**config.mk**
```make
export PLATFORM = sky130hd
export DESIGN_NAME = lpsc_top
export DESIGN_NICKNAME = d
export VERILOG_FILES = /design/src/logic/lpsc_pkg.sv /design/src/logic/lpsc_top.sv
export SDC_FILE = /design/constraint.sdc
export NUM_CORES = 1
export LEC_CHECK = 0
export ABC_AREA = 0
export ABC_CLOCK_PERIOD_IN_PS = 3900
export BUFFER_PORTS_ARGS = -buffer_cell sky130_fd_sc_hd__buf_2
export CAP_MARGIN = 20
export CORE_UTILIZATION = 55
export CTS_BUF_LIST = sky130_fd_sc_hd__clkbuf_8
export CTS_CLUSTER_DIAMETER = 200
export DETAILED_ROUTE_END_ITERATION = 12
export PLACE_DENSITY_LB_ADDON = 0.05
export SLEW_MARGIN = 0
export SYNTH_ARGS = -nofsm -noshare
export SYNTH_HDL_FRONTEND = slang
export SYNTH_SLANG_ARGS = --single-unit
```
**constraint.sdc**
```tcl
create_clock -name sys_clk -period 3.9 [get_ports sys_clk]
set_clock_uncertainty 0.1 [all_clocks]
set_input_delay 0.195 -clock sys_clk [delete_from_list [all_inputs] [get_ports sys_clk]]
set_output_delay 0.195 -clock sys_clk [all_outputs]
set_load 0.02 [all_outputs]
```
**src/logic/lpsc_pkg.sv**
```systemverilog
// Purpose: Constants for the low-power supply-control block
// Assumes: APB with 32-bit data, one aligned word per register
// Notes: Offsets are byte addresses
package lpsc_pkg;
   localparam logic [7:0] LPSC_SYNC_OFS = 8'h00;
   localparam logic [7:0] LPSC_CTRL_OFS = 8'h04;
   localparam logic [7:0] LPSC_MODE_OFS = 8'h08;
   localparam logic [7:0] LPSC_STAT_OFS = 8'h0C;
   localparam logic [31:0] LPSC_CTRL_RST = 32'h1FFF_8080;
   localparam logic [31:0] LPSC_SYNC_RST = 32'h0000_0000;
   localparam int LPSC_SYNC_AUTO_BIT = 2;
   localparam int LPSC_SYNC_BUSY_BIT = 1;
   localparam int LPSC_SYNC_GO_BIT = 0;
   localparam int LPSC_MANUAL_BIT = 7;
   localparam int LPSC_BANK_LSB = 24;
   localparam int LPSC_BANK_MSB = 28;
   localparam int LPSC_LP_LSB = 15;
   localparam int LPSC_LP_MSB = 23;
   localparam int LPSC_FIELD_W = 14;
   localparam logic [3:0] LPSC_SYNC_CYCLES = 4'h3;
   // Mask of fields hardware drives when manual control is off: 23:21 and 18:15
   localparam logic [8:0] LPSC_AUTO_MASK = 9'h1CF;
   localparam logic [1:0] LPSC_MODE_ACTIVE = 2'h0;
   localparam logic [1:0] LPSC_MODE_STANDBY = 2'h1;
   localparam logic [1:0] LPSC_MODE_DEEP = 2'h2;
endpackage : lpsc_pkg

```
**src/logic/lpsc_top.sv**
```systemverilog
// Purpose: Low-power supply-control fields with 3V-region shadow copy
// Assumes: sys_clk 40 MHz, synchronous active-high rst, APB slave
// Notes: Shadow register models the retained always-on copy
//
// Overview of operation
// - Supplies follow only the synchronized shadow copy
// - Bits 23..15 apply only in low power
// - Bit 23 keeps references and two regulators
// - Bit 22 keeps high-power regulator supplied
// - Bit 21 keeps low-power regulator supplied
// - Bit 20 keeps slow RC oscillator
// - Bit 19 keeps slow crystal oscillator
// - Bit 18 keeps fast crystal oscillator
// - Bit 17 keeps fast RC oscillator
// - Bit 16 keeps the phase-locked loop
// - Bit 15 keeps buck converter in low power
// - Auto sync, or manual go with busy flag
// - Manual off: hardware drives 23..21, 18..15
//
// Local design decisions: the register offsets and the APB slave port.
`timescale 1ns/1ps
`default_nettype none
module lpsc_top
   import lpsc_pkg::*;
(
   input wire logic sys_clk, // 40 MHz clock
   input wire logic rst, // Synchronous reset, active high
   input wire logic psel, // APB select
   input wire logic penable, // APB enable
   input wire logic pwrite, // APB write
   input wire logic [7:0] paddr, // APB byte address
   input wire logic [31:0] pwdata, // APB write data
   output logic [31:0] prdata, // APB read data
   output logic pready, // APB ready
   output logic pslverr, // APB error for unmapped address
   output logic [1:0] power_mode, // Current mode, from mode register
   output logic poly_reference_keep, // Poly reference enable
   output logic temperature_proportional_reference_keep, // TEMPERATURE_PROPORTIONAL_REFERENCE reference enable
   output logic analog_regulator_keep, // Analog regulator enable
   output logic synthesizer_regulator_keep, // Synthesizer regulator enable
   output logic high_power_regulator_keep, // High-power regulator enable
   output logic low_power_regulator_keep, // Low-power regulator enable
   output logic slow_rc_osc_keep, // Slow RC oscillator enable
   output logic slow_crystal_keep, // Slow crystal oscillator enable
   output logic fast_crystal_keep, // Fast crystal oscillator enable
   output logic fast_rc_keep, // Fast RC oscillator enable
   output logic pll_keep, // Phase-locked loop enable
   output logic buck_keep, // Buck converter enable
   output logic [4:0] bank_memory_supply_keep // [4] link memory, [3:0] banks 3..0
);
   logic [31:0] ctrl_reg;
   logic [31:0] ctrl_next;
   logic [13:0] shadow_reg;
   logic manual_sync_reg;
   logic auto_reg;
   logic busy_reg;
   logic [3:0] sync_cnt_reg;
   logic [1:0] mode_reg;
   logic [8:0] lp_eff;
   logic [8:0] hw_default;
   logic low_power;
   logic wr_en;
   logic rd_en;
   logic addr_ok;
   logic go_wr;
   logic [13:0] live_fields;

   assign wr_en = psel && penable && pwrite;
   assign rd_en = psel && penable && !pwrite;
   assign addr_ok = (paddr == LPSC_SYNC_OFS) || (paddr == LPSC_CTRL_OFS) ||
                    (paddr == LPSC_MODE_OFS) || (paddr == LPSC_STAT_OFS);
   assign go_wr = wr_en && (paddr == LPSC_SYNC_OFS) && pwdata[LPSC_SYNC_GO_BIT];
   assign live_fields = ctrl_reg[LPSC_BANK_MSB:LPSC_LP_LSB];

   always_comb begin
      ctrl_next = ctrl_reg;
      if (wr_en && paddr == LPSC_CTRL_OFS) begin
         ctrl_next = pwdata;
      end
   end

   always_ff @(posedge sys_clk) begin
      if (rst) begin
         ctrl_reg <= LPSC_CTRL_RST;
      end else begin
         ctrl_reg <= ctrl_next;
      end
   end

   always_ff @(posedge sys_clk) begin
      if (rst) begin
         mode_reg <= LPSC_MODE_ACTIVE;
      end else if (wr_en && paddr == LPSC_MODE_OFS) begin
         mode_reg <= pwdata[1:0];
      end
   end

   always_ff @(posedge sys_clk) begin
      if (rst) begin
         auto_reg <= 1'b0;
      end else if (wr_en && paddr == LPSC_SYNC_OFS) begin
         auto_reg <= pwdata[LPSC_SYNC_AUTO_BIT];
      end
   end

   // Copy takes a few cycles, as a slow level shift into the always-on region would
   always_ff @(posedge sys_clk) begin
      if (rst) begin
         busy_reg <= 1'b0;
         sync_cnt_reg <= 4'h0;
      end else if (busy_reg) begin
         if (sync_cnt_reg == 4'h1) begin
            busy_reg <= 1'b0;
         end
         sync_cnt_reg <= sync_cnt_reg - 4'h1;
      end else if (go_wr) begin
         busy_reg <= 1'b1;
         sync_cnt_reg <= LPSC_SYNC_CYCLES;
      end
   end

   // Shadow is the only source for supplies; an unsynced write changes nothing
   // Manual-control bit travels with the fields so it cannot act before them
   always_ff @(posedge sys_clk) begin
      if (rst) begin
         shadow_reg <= LPSC_CTRL_RST[LPSC_BANK_MSB:LPSC_LP_LSB];
         manual_sync_reg <= LPSC_CTRL_RST[LPSC_MANUAL_BIT];
      end else if (auto_reg) begin
         shadow_reg <= live_fields;
         manual_sync_reg <= ctrl_reg[LPSC_MANUAL_BIT];
      end else if (busy_reg && sync_cnt_reg == 4'h1) begin
         shadow_reg <= live_fields;
         manual_sync_reg <= ctrl_reg[LPSC_MANUAL_BIT];
      end
   end

   assign low_power = (mode_reg == LPSC_MODE_STANDBY) || (mode_reg == LPSC_MODE_DEEP);

   // Hardware default in low power: all auto-driven sources off except slow clocks
   assign hw_default = 9'h000;

   always_comb begin
      lp_eff = shadow_reg[8:0];
      if (!manual_sync_reg) begin
         lp_eff = (shadow_reg[8:0] & ~LPSC_AUTO_MASK) | (hw_default & LPSC_AUTO_MASK);
      end
      if (!low_power) begin
         lp_eff = 9'h1FF;
      end
   end

   always_ff @(posedge sys_clk) begin
      if (rst) begin
         poly_reference_keep <= 1'b1;
         temperature_proportional_reference_keep <= 1'b1;
         analog_regulator_keep <= 1'b1;
         synthesizer_regulator_keep <= 1'b1;
         high_power_regulator_keep <= 1'b1;
         low_power_regulator_keep <= 1'b1;
         slow_rc_osc_keep <= 1'b1;
         slow_crystal_keep <= 1'b1;
         fast_crystal_keep <= 1'b1;
         fast_rc_keep <= 1'b1;
         pll_keep <= 1'b1;
         buck_keep <= 1'b1;
         bank_memory_supply_keep <= 5'h1F;
         power_mode <= LPSC_MODE_ACTIVE;
      end else begin
         poly_reference_keep <= lp_eff[8];
         temperature_proportional_reference_keep <= lp_eff[8];
         analog_regulator_keep <= lp_eff[8];
         synthesizer_regulator_keep <= lp_eff[8];
         high_power_regulator_keep <= lp_eff[7];
         low_power_regulator_keep <= lp_eff[6];
         slow_rc_osc_keep <= lp_eff[5];
         slow_crystal_keep <= lp_eff[4];
         fast_crystal_keep <= lp_eff[3];
         fast_rc_keep <= lp_eff[2];
         pll_keep <= lp_eff[1];
         buck_keep <= lp_eff[0];
         bank_memory_supply_keep <= shadow_reg[13:9];
         power_mode <= mode_reg;
      end
   end

   // APB: zero-wait answer, registered read data
   always_ff @(posedge sys_clk) begin
      if (rst) begin
         prdata <= 32'h0000_0000;
         pready <= 1'b0;
         pslverr <= 1'b0;
      end else begin
         pready <= psel && !penable;
         pslverr <= psel && !penable && !addr_ok;
         if (psel && !penable && !pwrite) begin
            case (paddr)
               LPSC_SYNC_OFS: prdata <= {29'h0, auto_reg, busy_reg, 1'b0};
               LPSC_CTRL_OFS: prdata <= ctrl_reg;
               LPSC_MODE_OFS: prdata <= {30'h0, mode_reg};
               LPSC_STAT_OFS: prdata <= {18'h0, shadow_reg};
               default: prdata <= 32'h0000_0000;
            endcase
         end
      end
   end

   logic unused_ok;
   assign unused_ok = rd_en;
endmodule : lpsc_top
`default_nettype wire

```
Yosys cells after proc, flatten, opt, wreduce, memory -nomap -nowiden
Cells that the tools add are included.
W data, S select, Z words.
{"block": "classes", "n_bitwise": 1, "add_sub_neg": 1, "eq_ne": 6, "reduce_logical": 21, "muxes": 11}
{"cell": "$pmux W32 S4", "n": 1}
{"cell": "$mux W14", "n": 2}
{"cell": "$eq A8 B4 Y1 const B", "n": 2}
{"cell": "$logic_and A1 B1 Y1", "n": 10}
{"cell": "$mux W9", "n": 1}
{"cell": "$eq A8 B3 Y1 const B", "n": 1}
{"cell": "$logic_not A8 Y1", "n": 1}
{"cell": "$mux W4", "n": 2}
{"cell": "$mux W1", "n": 5}
{"cell": "$eq A4 B1 Y1 const B", "n": 1}
{"cell": "$logic_or A1 B1 Y1", "n": 4}
{"cell": "$reduce_bool A2 Y1", "n": 2}
{"cell": "$sub A4 B1 Y4 const B", "n": 1}
{"cell": "$logic_not A1 Y1", "n": 3}
{"cell": "$eq A2 B1 Y1 const B", "n": 1}
{"cell": "$eq A2 B2 Y1 const B", "n": 1}
{"cell": "$reduce_or A2 Y1", "n": 1}
{"cell": "$not A1 Y1", "n": 1}
{"block": "word_totals", "reg_bits": 105, "input_bits": 45}

Logic depth before layout (Yosys ltp)
Gate-level depths: netlist of the first run.
{"block": "logic_depth", "ltp_word": 6, "depth_mapped": 6, "depth_no_buf": 5}

Least setup slack after synthesis of the first run
Ideal clock, no wire load.
{"block": "synth_path", "kind": "input port to flip-flop", "from": "in paddr[1]", "to": "reg ctrl_reg[19]", "setup_time_ns": 0.072, "cell_stages": 5, "required_ns": 3.728, "n_path_buf": 2, "path_slack_ns": 2.141, "arrival_time_ns": 1.588, "cell_sequence": "or4_1 buf_2 nor3_4 buf_8 mux2i_1"}
{"block": "synth_between", "elab_chain_len": 2}
{"element": "from (decl)", "line_no": "lpsc_top.sv:31", "rtl": "input wire logic [7:0] paddr,"}
{"element": "$eq A8 B3 Y1", "line_no": "lpsc_top.sv:77", "rtl": "if (wr_en && paddr == LPSC_CTRL_OFS) begin"}
{"element": "$logic_and A1 B1 Y1", "line_no": "lpsc_top.sv:77"}
{"element": "to (signal assigned)", "line_no": "lpsc_top.sv:86", "rtl": "ctrl_reg <= ctrl_next;"}
{"element": "to (decl)", "line_no": "lpsc_top.sv:51", "rtl": "logic [31:0] ctrl_reg;"}
Every way passes these cells.
A chain may end at the register's enable or synchronous reset.

Worst setup path in the final report of the first run
{"block": "layout_path", "from": "in penable", "to": "reg ctrl_reg[20]"}
{"block": "layout_between", "elab_chain_len": 3}
{"element": "from (decl)", "line_no": "lpsc_top.sv:29", "rtl": "input wire logic penable,"}
{"element": "$logic_and A1 B1 Y1"}
{"element": "$logic_and A1 B1 Y1", "line_no": "lpsc_top.sv:68", "rtl": "assign wr_en = psel && penable && pwrite;"}
{"element": "$logic_and A1 B1 Y1", "line_no": "lpsc_top.sv:77"}
Every way passes these cells.

==> qor.yml, run 1 <==
route:
  vias: 3792
  wl_um: 10800
  drcViolationCount: 0
  first_pass_iters: 5
  drt_iter0_markers: 268
  avgRoutedWirePerCell_um: 16.5
  viasPerCell: 5.76
  detail-route-antenna-nets: 0
timing:
  finalHoldViolations: 0
  rsz0062_at_grt: "false"
  timing.slew.headroom: 0.371
  slew_violations: 0
  min_period_ps: 2490
  layout_worst_path_cycle_share: 0.638
  finalSetupViolCount: 0
  setup_tns_ps: 0
  fmax_mhz: 402
  tightest_slew_ps: 943
  hold_ws_ps: 11.3
critical_path:
  cp_num_buf_inv: 2
  crit_slowest_cell: "nor3_4"
  crit_arrival_ps: 2680
  end_kind: "flip-flop"
  cp_data_required_time_ps: 4090
  ff2ff_path_depth: 6
  crit_type: "in -> reg"
  critical_path.top_delay_family: "simple AND/OR/NAND/NOR gates"
  max_stage_delay_ps: 950
  cp-start-kind: "input port"
  path_depth: 5
  worst-path-max-fanout: 18
  path_cells: "dlygate4sd3_1, buf_2, nand3_1, nor3_4, mux2i_1"
global_routing:
  grt-ovfl-total: 0
  first_global_vias: 3524
  grt_max_degree: 89
  grt_pass1_wl_um: 17400
  antenna_found_initial: 0
  track_usage: 0.269
clock_network:
  path_clk_slew_ps: 100
  cts.sinks: 105
  max-clock-path-buffers: 2
  clk_latency_ps: 360
  htreeDepth: 3
  cts_tree: "done"
  numCtsBuffers: 9
  root_buffer: "clkbuf_8"
floorplan:
  start_util: 0.578
  io_pins: 98
  die-area_um2: 8060
  chipWidth_um: 89.8
  die_h_um: 89.8
  core_region_area_um2: 7330
  num_rows: 31
layout:
  area_growth_pct: 21.1
  antennaDiodeCount: 0
  nNetsFinal: 601
  layout.cells.non_filler: 658
  drive_gt1_frac: 0.242
synth:
  async_flop_share: 0
  synthTopCellsByArea: "dfxtp_1, mux2i_1, nand3_1"
  syn-cell-area_um2: 4240
  synthMostInstantiatedCell: "dfxtp_1"
  syn_avg_cell_area_um2: 9.05
  yosysTopAreaCellShare: 0.496
  synth_seq_cells: 105
  ys_seq_area_frac: 0.496
  ys_warn_count: 0
  synth_top_cell_by_area: "dfxtp_1"
  synth_commonest_cells: "dfxtp_1, nand3_1, nand2_1, nand4_1"
  synth_nets: 515
  synth_top_flop_cell: "dfxtp_1"
  syn_inst: 468
  synth_edf_count: 0
  synthDistinctLibCells: 47
run_status:
  status: "finished, final reports clean"
power_and_ir_drop:
  total_power_uw: 1880
  vdd_drop_max_mv: 0.239
  p_leak_uw: 0.00209
  powerDensity_nw_per_um2: 366
placed_design:
  io_buffers: 97
  placedCellCount: 621
  dpl.hpwl_um: 7070
  gp_congestion: 0.784
hold_path:
  hold_depth: 3
  holdCritPathClass: "in -> reg"
job:
  maxCapViolCount: 0
[metal layers]
metal,part of all wire,up-vias,global-route usage
met5,0,-,0
met3,0.047,17,0.0389
met2,0.50,116,0.446
met1,0.44,1803,0.346
met4,0.021,0,0.126
li1,-,1856,-
[layout by cell type (no fill, tap or decap), types with 2 or more instances in the layout]
master / instances
o31ai_1: 14
a21oi_1: 34
a31o_2: 3
buf_4: 5
clkinv_4: 2
o21ai_0: 18
nand4_1: 36
buf_2: 97
nor4_1: 3
clkbuf_8: 9
xor2_1: 2
nand3_1: 47
ha_1: 2
inv_1: 7
or2_2: 5
clkinv_2: 2
mux2i_1: 30
nand2b_1: 3
or3_1: 2
nor3b_1: 2
nor2_1: 34
nand2_1: 36
dlygate4sd3_1: 21
dfxtp_1: 105
and3_1: 2
o41ai_1: 11
[worst register-to-register path: cells and delay by family (launching register included)]
| family | cells | cell delay, ps |
|---|---|---|
| simple gates | 2 | 650 |
| buf+inv | 2 | 360 |
| flops | 1 | 340 |
| fa+ha+maj | 1 | 180 |
| compound gates | 1 | 120 |
[final timing paths]
| check | slack, ps | end | from |
|---|---|---|---|
| hold / removal | 10 | ctrl_reg[18]$_SDFFE_PP1P_ | pwdata[18] |
| setup reg to reg | 2100 | shadow_reg[7]$_SDFFE_PP1P_ | sync_cnt_reg[1]$_SDFFE_PP0P_ |
| setup / recovery | 1410 | ctrl_reg[20]$_SDFFE_PP1P_ | penable |
| hold reg to reg | 360 | prdata[28]$_SDFFE_PP0P_ | prdata[28]$_SDFFE_PP0P_ |
[power breakdown]
group | total (µW) | switching (µW) | internal [µW]
registers | 1070 | 0.626 | 1070
logic | 119 | 70.3 | 49.1
clock network | 686 | 382 | 304
total | 1880 | 453 | 1430
[area by class of cell]
class                      instances  area, µm²
fill                             626       2200
sequential                       105       2100
multi-input combinational        307       1910
timing repair buffer             124        761
clock buffer                       9        124
tap                               99        124
clock inverter                     7       77.6
inverter                           7       26.3
[logic make-up after synthesis]
kind of cell | synth area share
and+or+nand+nor | 0.226
DFF | 0.496
AOI/OAI and AO/OA | 0.129
buffers and inverters | 0.0579
muxes | 0.0789
xor gates and xnor gates | 0.00620
adders and majority gates | 0.00591
[timing repair]
action	CTS	global route
gates resized for setup	0	0
hold buffers	20	1
buffers inserted	0	0
endpoints found under the hold margin	20	1
[per-stage QoR]
stage               setup slack, ps  cell area (µm²)   util
finish                         1410             5130  0.700
global route                   1290             5130  0.700
CTS                            1420             5120  0.698
detailed placement             1180             4720  0.643
global placement               1250             4680  0.639
floorplan                      2140             4240      -
(Power assumes the default switching activity.)
==> run 2, diff against run 1 <==
- ABC_AREA: 0 -> 1
- ABC_CLOCK_PERIOD_IN_PS: 3900 -> 2100
- CORE_UTILIZATION: 55 -> 50
- clock period: 3.9 -> 2.1 ns (I/O delays scaled with it)
==> run 2 against run 1 <==
Compared with the run above:
- flip-flop and latch count unchanged
- clock power up 78%
- synthesized area down 4.3%
- routed wire length down 17%
- combinational power up 95%
- design area down 1.4%
- worst hold slack better by 48 ps
- first-iteration DRC count down 38%
- die area up 5.2%
- largest cell class unchanged
- largest power group unchanged
==> qor.yml, run 2 <==
run_status:
  status: "finished, final reports clean"
critical_path:
  r2r_slack_ps: 550
  path_cells: "dlygate4sd3_1, buf_2, nand2_1, nor2_1, inv_2, nor2_8, inv_2, nor2_1, nor2_1"
  crit_type: "in -> reg"
  rr_endpoint: "manual_sync_reg$_SDFFE_PP1P_"
  cpMostUsedCell: "nor2_1"
  crit_arrival_ps: 2010
  max_stage_delay_ps: 520
  cp_num_buf_inv: 4
  crit_slowest_cell: "dlygate4sd3_1"
  ff2ff_path_depth: 9
  r2r_start: "sync_cnt_reg[1]$_SDFFE_PP0P_"
  cp-start-kind: "input port"
  end_kind: "flip-flop"
  worst-path-max-fanout: 31
  cp_data_required_time_ps: 2250
  critical_path.top_delay_family: "buffers and inverters"
placed_design:
  dpl.hpwl_um: 6040
  io_buffers: 97
  gp_congestion: 0.759
  dpl_worst_slack_ps: 388
clock_network:
  cts.sinks: 105
  htreeDepth: 3
  max-clock-path-buffers: 2
  cts_hold_buf: 34
  numCtsBuffers: 9
  root_buffer: "clkbuf_8"
  cts_resized: 0
  clk_latency_ps: 350
  cts_tree: "done"
  post_cts_buffers: 0
  path_clk_slew_ps: 90
route:
  drcViolationCount: 0
  viasPerCell: 4.88
  wl_um: 9040
  avgRoutedWirePerCell_um: 12.4
  detail-route-antenna-nets: 0
  drt_iter0_markers: 166
  first_pass_iters: 5
  vias: 3555
global_routing:
  grt_pass1_wl_um: 15300
  grt-ovfl-total: 0
  grt_max_degree: 41
  first_global_vias: 3268
  antenna_found_initial: 0
  track_usage: 0.223
layout:
  final_core_util: 0.651
  nNetsFinal: 670
  antennaDiodeCount: 0
  drive_gt1_frac: 0.252
  area_growth_pct: 24.8
  mostFrequentLayoutCells: "dfxtp_1, nand2_1, buf_2, o21ai_0, a21oi_1"
  fillers: 700
  final_common_cell: "dfxtp_1"
job:
  maxCapViolCount: 0
synth:
  yosysTopAreaCellShare: 0.519
  synthMostInstantiatedCell: "dfxtp_1"
  synthTopCellsByArea: "dfxtp_1, nand2_1, o21ai_0"
  synth_nets: 554
  synth_seq_cells: 105
  syn_inst: 507
  synth_edf_count: 0
  synth_top_cell_by_area: "dfxtp_1"
  synthDistinctLibCells: 27
  ys_seq_area_frac: 0.519
  ys_warn_count: 0
  async_flop_share: 0
  syn_avg_cell_area_um2: 8.00
  synth_top_flop_cell: "dfxtp_1"
  synth_commonest_cells: "dfxtp_1, nand2_1, o21ai_0"
  syn-cell-area_um2: 4050
timing:
  finalSetupViolCount: 0
  layout_worst_path_cycle_share: 0.884
  fin_ws_ps: 244
  min_period_ps: 1860
  fmax_mhz: 539
  tightest_slew_ps: 662
  finalHoldViolations: 0
  slew_violations: 0
  rsz0062_at_grt: "false"
  timing.slew.headroom: 0.558
  setup_tns_ps: 0
power_and_ir_drop:
  p_leak_uw: 0.00239
  powerDensity_nw_per_um2: 686
  vdd_drop_max_mv: 0.341
floorplan:
  core_region_area_um2: 7770
  num_rows: 32
  chipWidth_um: 92.0
  die_h_um: 92.0
  start_util: 0.522
  die-area_um2: 8470
  io_pins: 98
hold_path:
  holdCritPathClass: "in -> reg"
  whs_endpoint: "prdata[11]$_SDFFE_PP0P_"
  min-delay-start: "pwrite"
  hold_depth: 4
-- run 2: layer usage --
metal  up-vias  global-route usage  part of all wire
met2       112               0.341              0.42
met1      1580               0.323              0.51
met4         0              0.0716             0.010
li1       1855                   -                 -
met5         -                   0                 0
met3         8              0.0323             0.054
-- run 2: how the worst max path moves through the flow --
stage,start,to,slack [ps],cells past startpoint
floorplan,sync_cnt_reg[1]$_SDFFE_PP0P_,manual_sync_reg$_SDFFE_PP1P_,770,9
global placement,pwrite,ctrl_reg[12]$_SDFFE_PP0P_,450,8
detailed placement,pwrite,ctrl_reg[1]$_SDFFE_PP0P_,390,8
CTS,psel,ctrl_reg[1]$_SDFFE_PP0P_,240,9
global route,psel,ctrl_reg[29]$_SDFFE_PP0P_,130,9
finish,psel,ctrl_reg[1]$_SDFFE_PP0P_,240,9
-- run 2: cells by family after synthesis --
kind of cell             share of synthesized area
adder cells (fa/ha/maj)                    0.00617
AND/OR/NAND/NOR                              0.207
AO/OA/AOI/OAI                                0.175
flip-flops                                   0.519
buffers and inverters                       0.0929
-- run 2: stage by stage --
stage	area [µm²]	power (µW)	hold slack (ps)	instances
after floorplan	4050	2160	87.8	507
after global placement	4530	2240	222	680
after detailed placement	4530	2240	224	680
after CTS	5060	3490	50.7	728
after global routing	5060	3600	68.7	728
final	5060	3470	59.7	728
-- run 2: worst reg2reg max path: cells and delay by family (launching register included) --
| kind | cells | cell delay, ps |
|---|---|---|
| fa+ha+maj | 1 | 170 |
| compound gates | 2 | 250 |
| buf+inv | 4 | 390 |
| flops | 1 | 330 |
| simple gates | 2 | 190 |
-- run 2: layout make-up --
| cell class | instances | area (µm²) | area share |
|---|---|---|---|
| Sequential cell | 105 | 2100 | 0.416 |
| Clock buffer | 10 | 138 | 0.0272 |
| Timing Repair Buffer | 138 | 891 | 0.176 |
| Tap cell | 102 | 128 | 0.0252 |
| Clock inverter | 4 | 53.8 | 0.0106 |
| Inverter | 42 | 163 | 0.0322 |
| Multi-Input combinational cell | 327 | 1580 | 0.313 |
-- run 2: where the power goes --
group,total (µW),internal [µW],switching (µW)
Sequential,2020,2010,8.03
Combinational,232,109,123
Clock,1220,575,646
Total,3470,2690,778
==> run 3, diff against run 2 <==
- CORE_UTILIZATION: 50 -> 30
==> run 3 against run 2 <==
Compared with the run above:
- cell count rose by 10%
- design area rose by 1.7%
- worst hold slack got worse by 26 ps
- sequential power barely moved
- count of clock-buffer cells in the layout did not move
- flip-flop and latch count did not move
- critical path type unchanged
==> qor.yml, run 3 (synthesis results as in run 2) <==
run_status:
  status: "finished, final reports clean"
power_and_ir_drop:
  powerDensity_nw_per_um2: 681
  p_leak_uw: 0.00239
  vdd_drop_max_mv: 0.253
global_routing:
  first_global_vias: 3367
  track_usage: 0.165
  grt_pass1_wl_um: 17900
  grt-ovfl-total: 0
  grt_max_degree: 48
  antenna_found_initial: 0
critical_path:
  r2r_start: "sync_cnt_reg[1]$_SDFFE_PP0P_"
  ff2ff_path_depth: 9
  crit_start: "penable"
  r2r_slack_ps: 490
  cp_data_required_time_ps: 2260
  end_kind: "flip-flop"
  crit_arrival_ps: 1980
  crit_type: "in -> reg"
  critPathCapture: "prdata[0]$_SDFFE_PP0P_"
  worst-path-max-fanout: 16
  cp-start-kind: "input port"
  rr_endpoint: "shadow_reg[9]$_SDFFE_PP1P_"
clock_network:
  clk_latency_ps: 370
  cts.sinks: 105
  cts_tree: "done"
  root_buffer: "clkbuf_8"
  htreeDepth: 3
  numCtsBuffers: 9
  path_clk_slew_ps: 90
  max-clock-path-buffers: 2
  cts_resized: 0
layout:
  antennaDiodeCount: 0
  area_growth_pct: 26.9
  final_core_util: 0.390
  drive_gt1_frac: 0.251
  nNetsFinal: 670
  final_common_cell: "dfxtp_1"
  mostFrequentLayoutCells: "dfxtp_1, nand2_1, buf_2, o21ai_0, a21oi_1"
route:
  first_pass_iters: 4
  wl_um: 11000
  drcViolationCount: 0
  avgRoutedWirePerCell_um: 13.7
  vias: 3594
  drt_iter0_markers: 182
  detail-route-antenna-nets: 0
  viasPerCell: 4.48
floorplan:
  die-area_um2: 14000
  num_rows: 42
  chipWidth_um: 118
  io_pins: 98
  start_util: 0.307
  die_h_um: 118
  core_region_area_um2: 13200
timing:
  finalHoldViolations: 0
  min_period_ps: 1820
  fmax_mhz: 549
  setup_tns_ps: 0
  hold_ws_ps: 33.3
  tightest_slew_ps: 731
  rsz0062_at_grt: "false"
  finalSetupViolCount: 0
  layout_worst_path_cycle_share: 0.867
  slew_violations: 0
  timing.slew.headroom: 0.511
placed_design:
  io_buffers: 97
  gp_congestion: 0.718
  dpl.hpwl_um: 7030
hold_path:
  holdCritPathClass: "in -> reg"
job:
  maxCapViolCount: 0
==> run 3: cell types whose count changed in the layout (fill, tap and decap cells not counted), sizes merged <==
cell	previous run	this run
clkinv	0	1
clkinvlp	2	1
==> run 3: power by group <==
part | internal [µW] | total [µW] | switching (µW)
clock network | 566 | 1250 | 683
logic | 109 | 239 | 130
registers | 2010 | 2020 | 8.00
total | 2680 | 3500 | 821
==> run 3: repair_timing <==
item	CTS	global route
setup buffers	0	0
hold buffers	34	0
endpoints found under the hold margin	36	0
==> run 3: worst min path at each step <==
stage / start / to / slack [ps] / cells after the start
finish: pwrite / prdata[7]$_SDFFE_PP0P_ / 30 / 4
global route: pwrite / prdata[6]$_SDFFE_PP0P_ / 30 / 4
CTS: pwrite / prdata[6]$_SDFFE_PP0P_ / 10 / 4
detailed placement: pwdata[17] / ctrl_reg[17]$_SDFFE_PP1P_ / 230 / 3
global placement: pwdata[7] / ctrl_reg[7]$_SDFFE_PP1P_ / 230 / 3
floorplan: rst / power_mode[0]$_SDFF_PP0_ / 90 / 1
==> run 3: per-stage QoR <==
step	setup slack, ps	cells	cell area (µm²)	total power [µW]
2_1_floorplan	768	507	4050	2160
3_3_place_gp	374	754	4620	2250
3_5_place_dp	370	754	4620	2250
4_1_cts	279	802	5140	3560
5_1_grt	139	802	5140	3670
6_report	279	802	5140	3500
==> run 3: layer usage <==
metal | GRT usage | vias up | wire, µm
li1 | - | 1860 | -
met1 | 0.243 | 1628 | 5850
met2 | 0.232 | 93 | 4410
met3 | 0.0294 | 13 | 516
met4 | 0.0721 | 0 | 193
met5 | 0 | - | 0
==> run 3: layout make-up <==
cell class,instances,area (µm²)
fillers,1451,8050
flip-flops and latches,105,2100
multi-input cells,327,1580
repair buffers,138,891
well taps,176,220
inverters,42,163
clock buffers,10,138
clock inverters,4,46.3
==> run 3: worst max-delay path, stage by stage <==
cell and delay [ps]:
dlygate4sd3_1 530, buf_2 120, inv_1 60, nand2_1 90, nor2_4 410, inv_1 420, nand2_1 180, a21oi_2 60
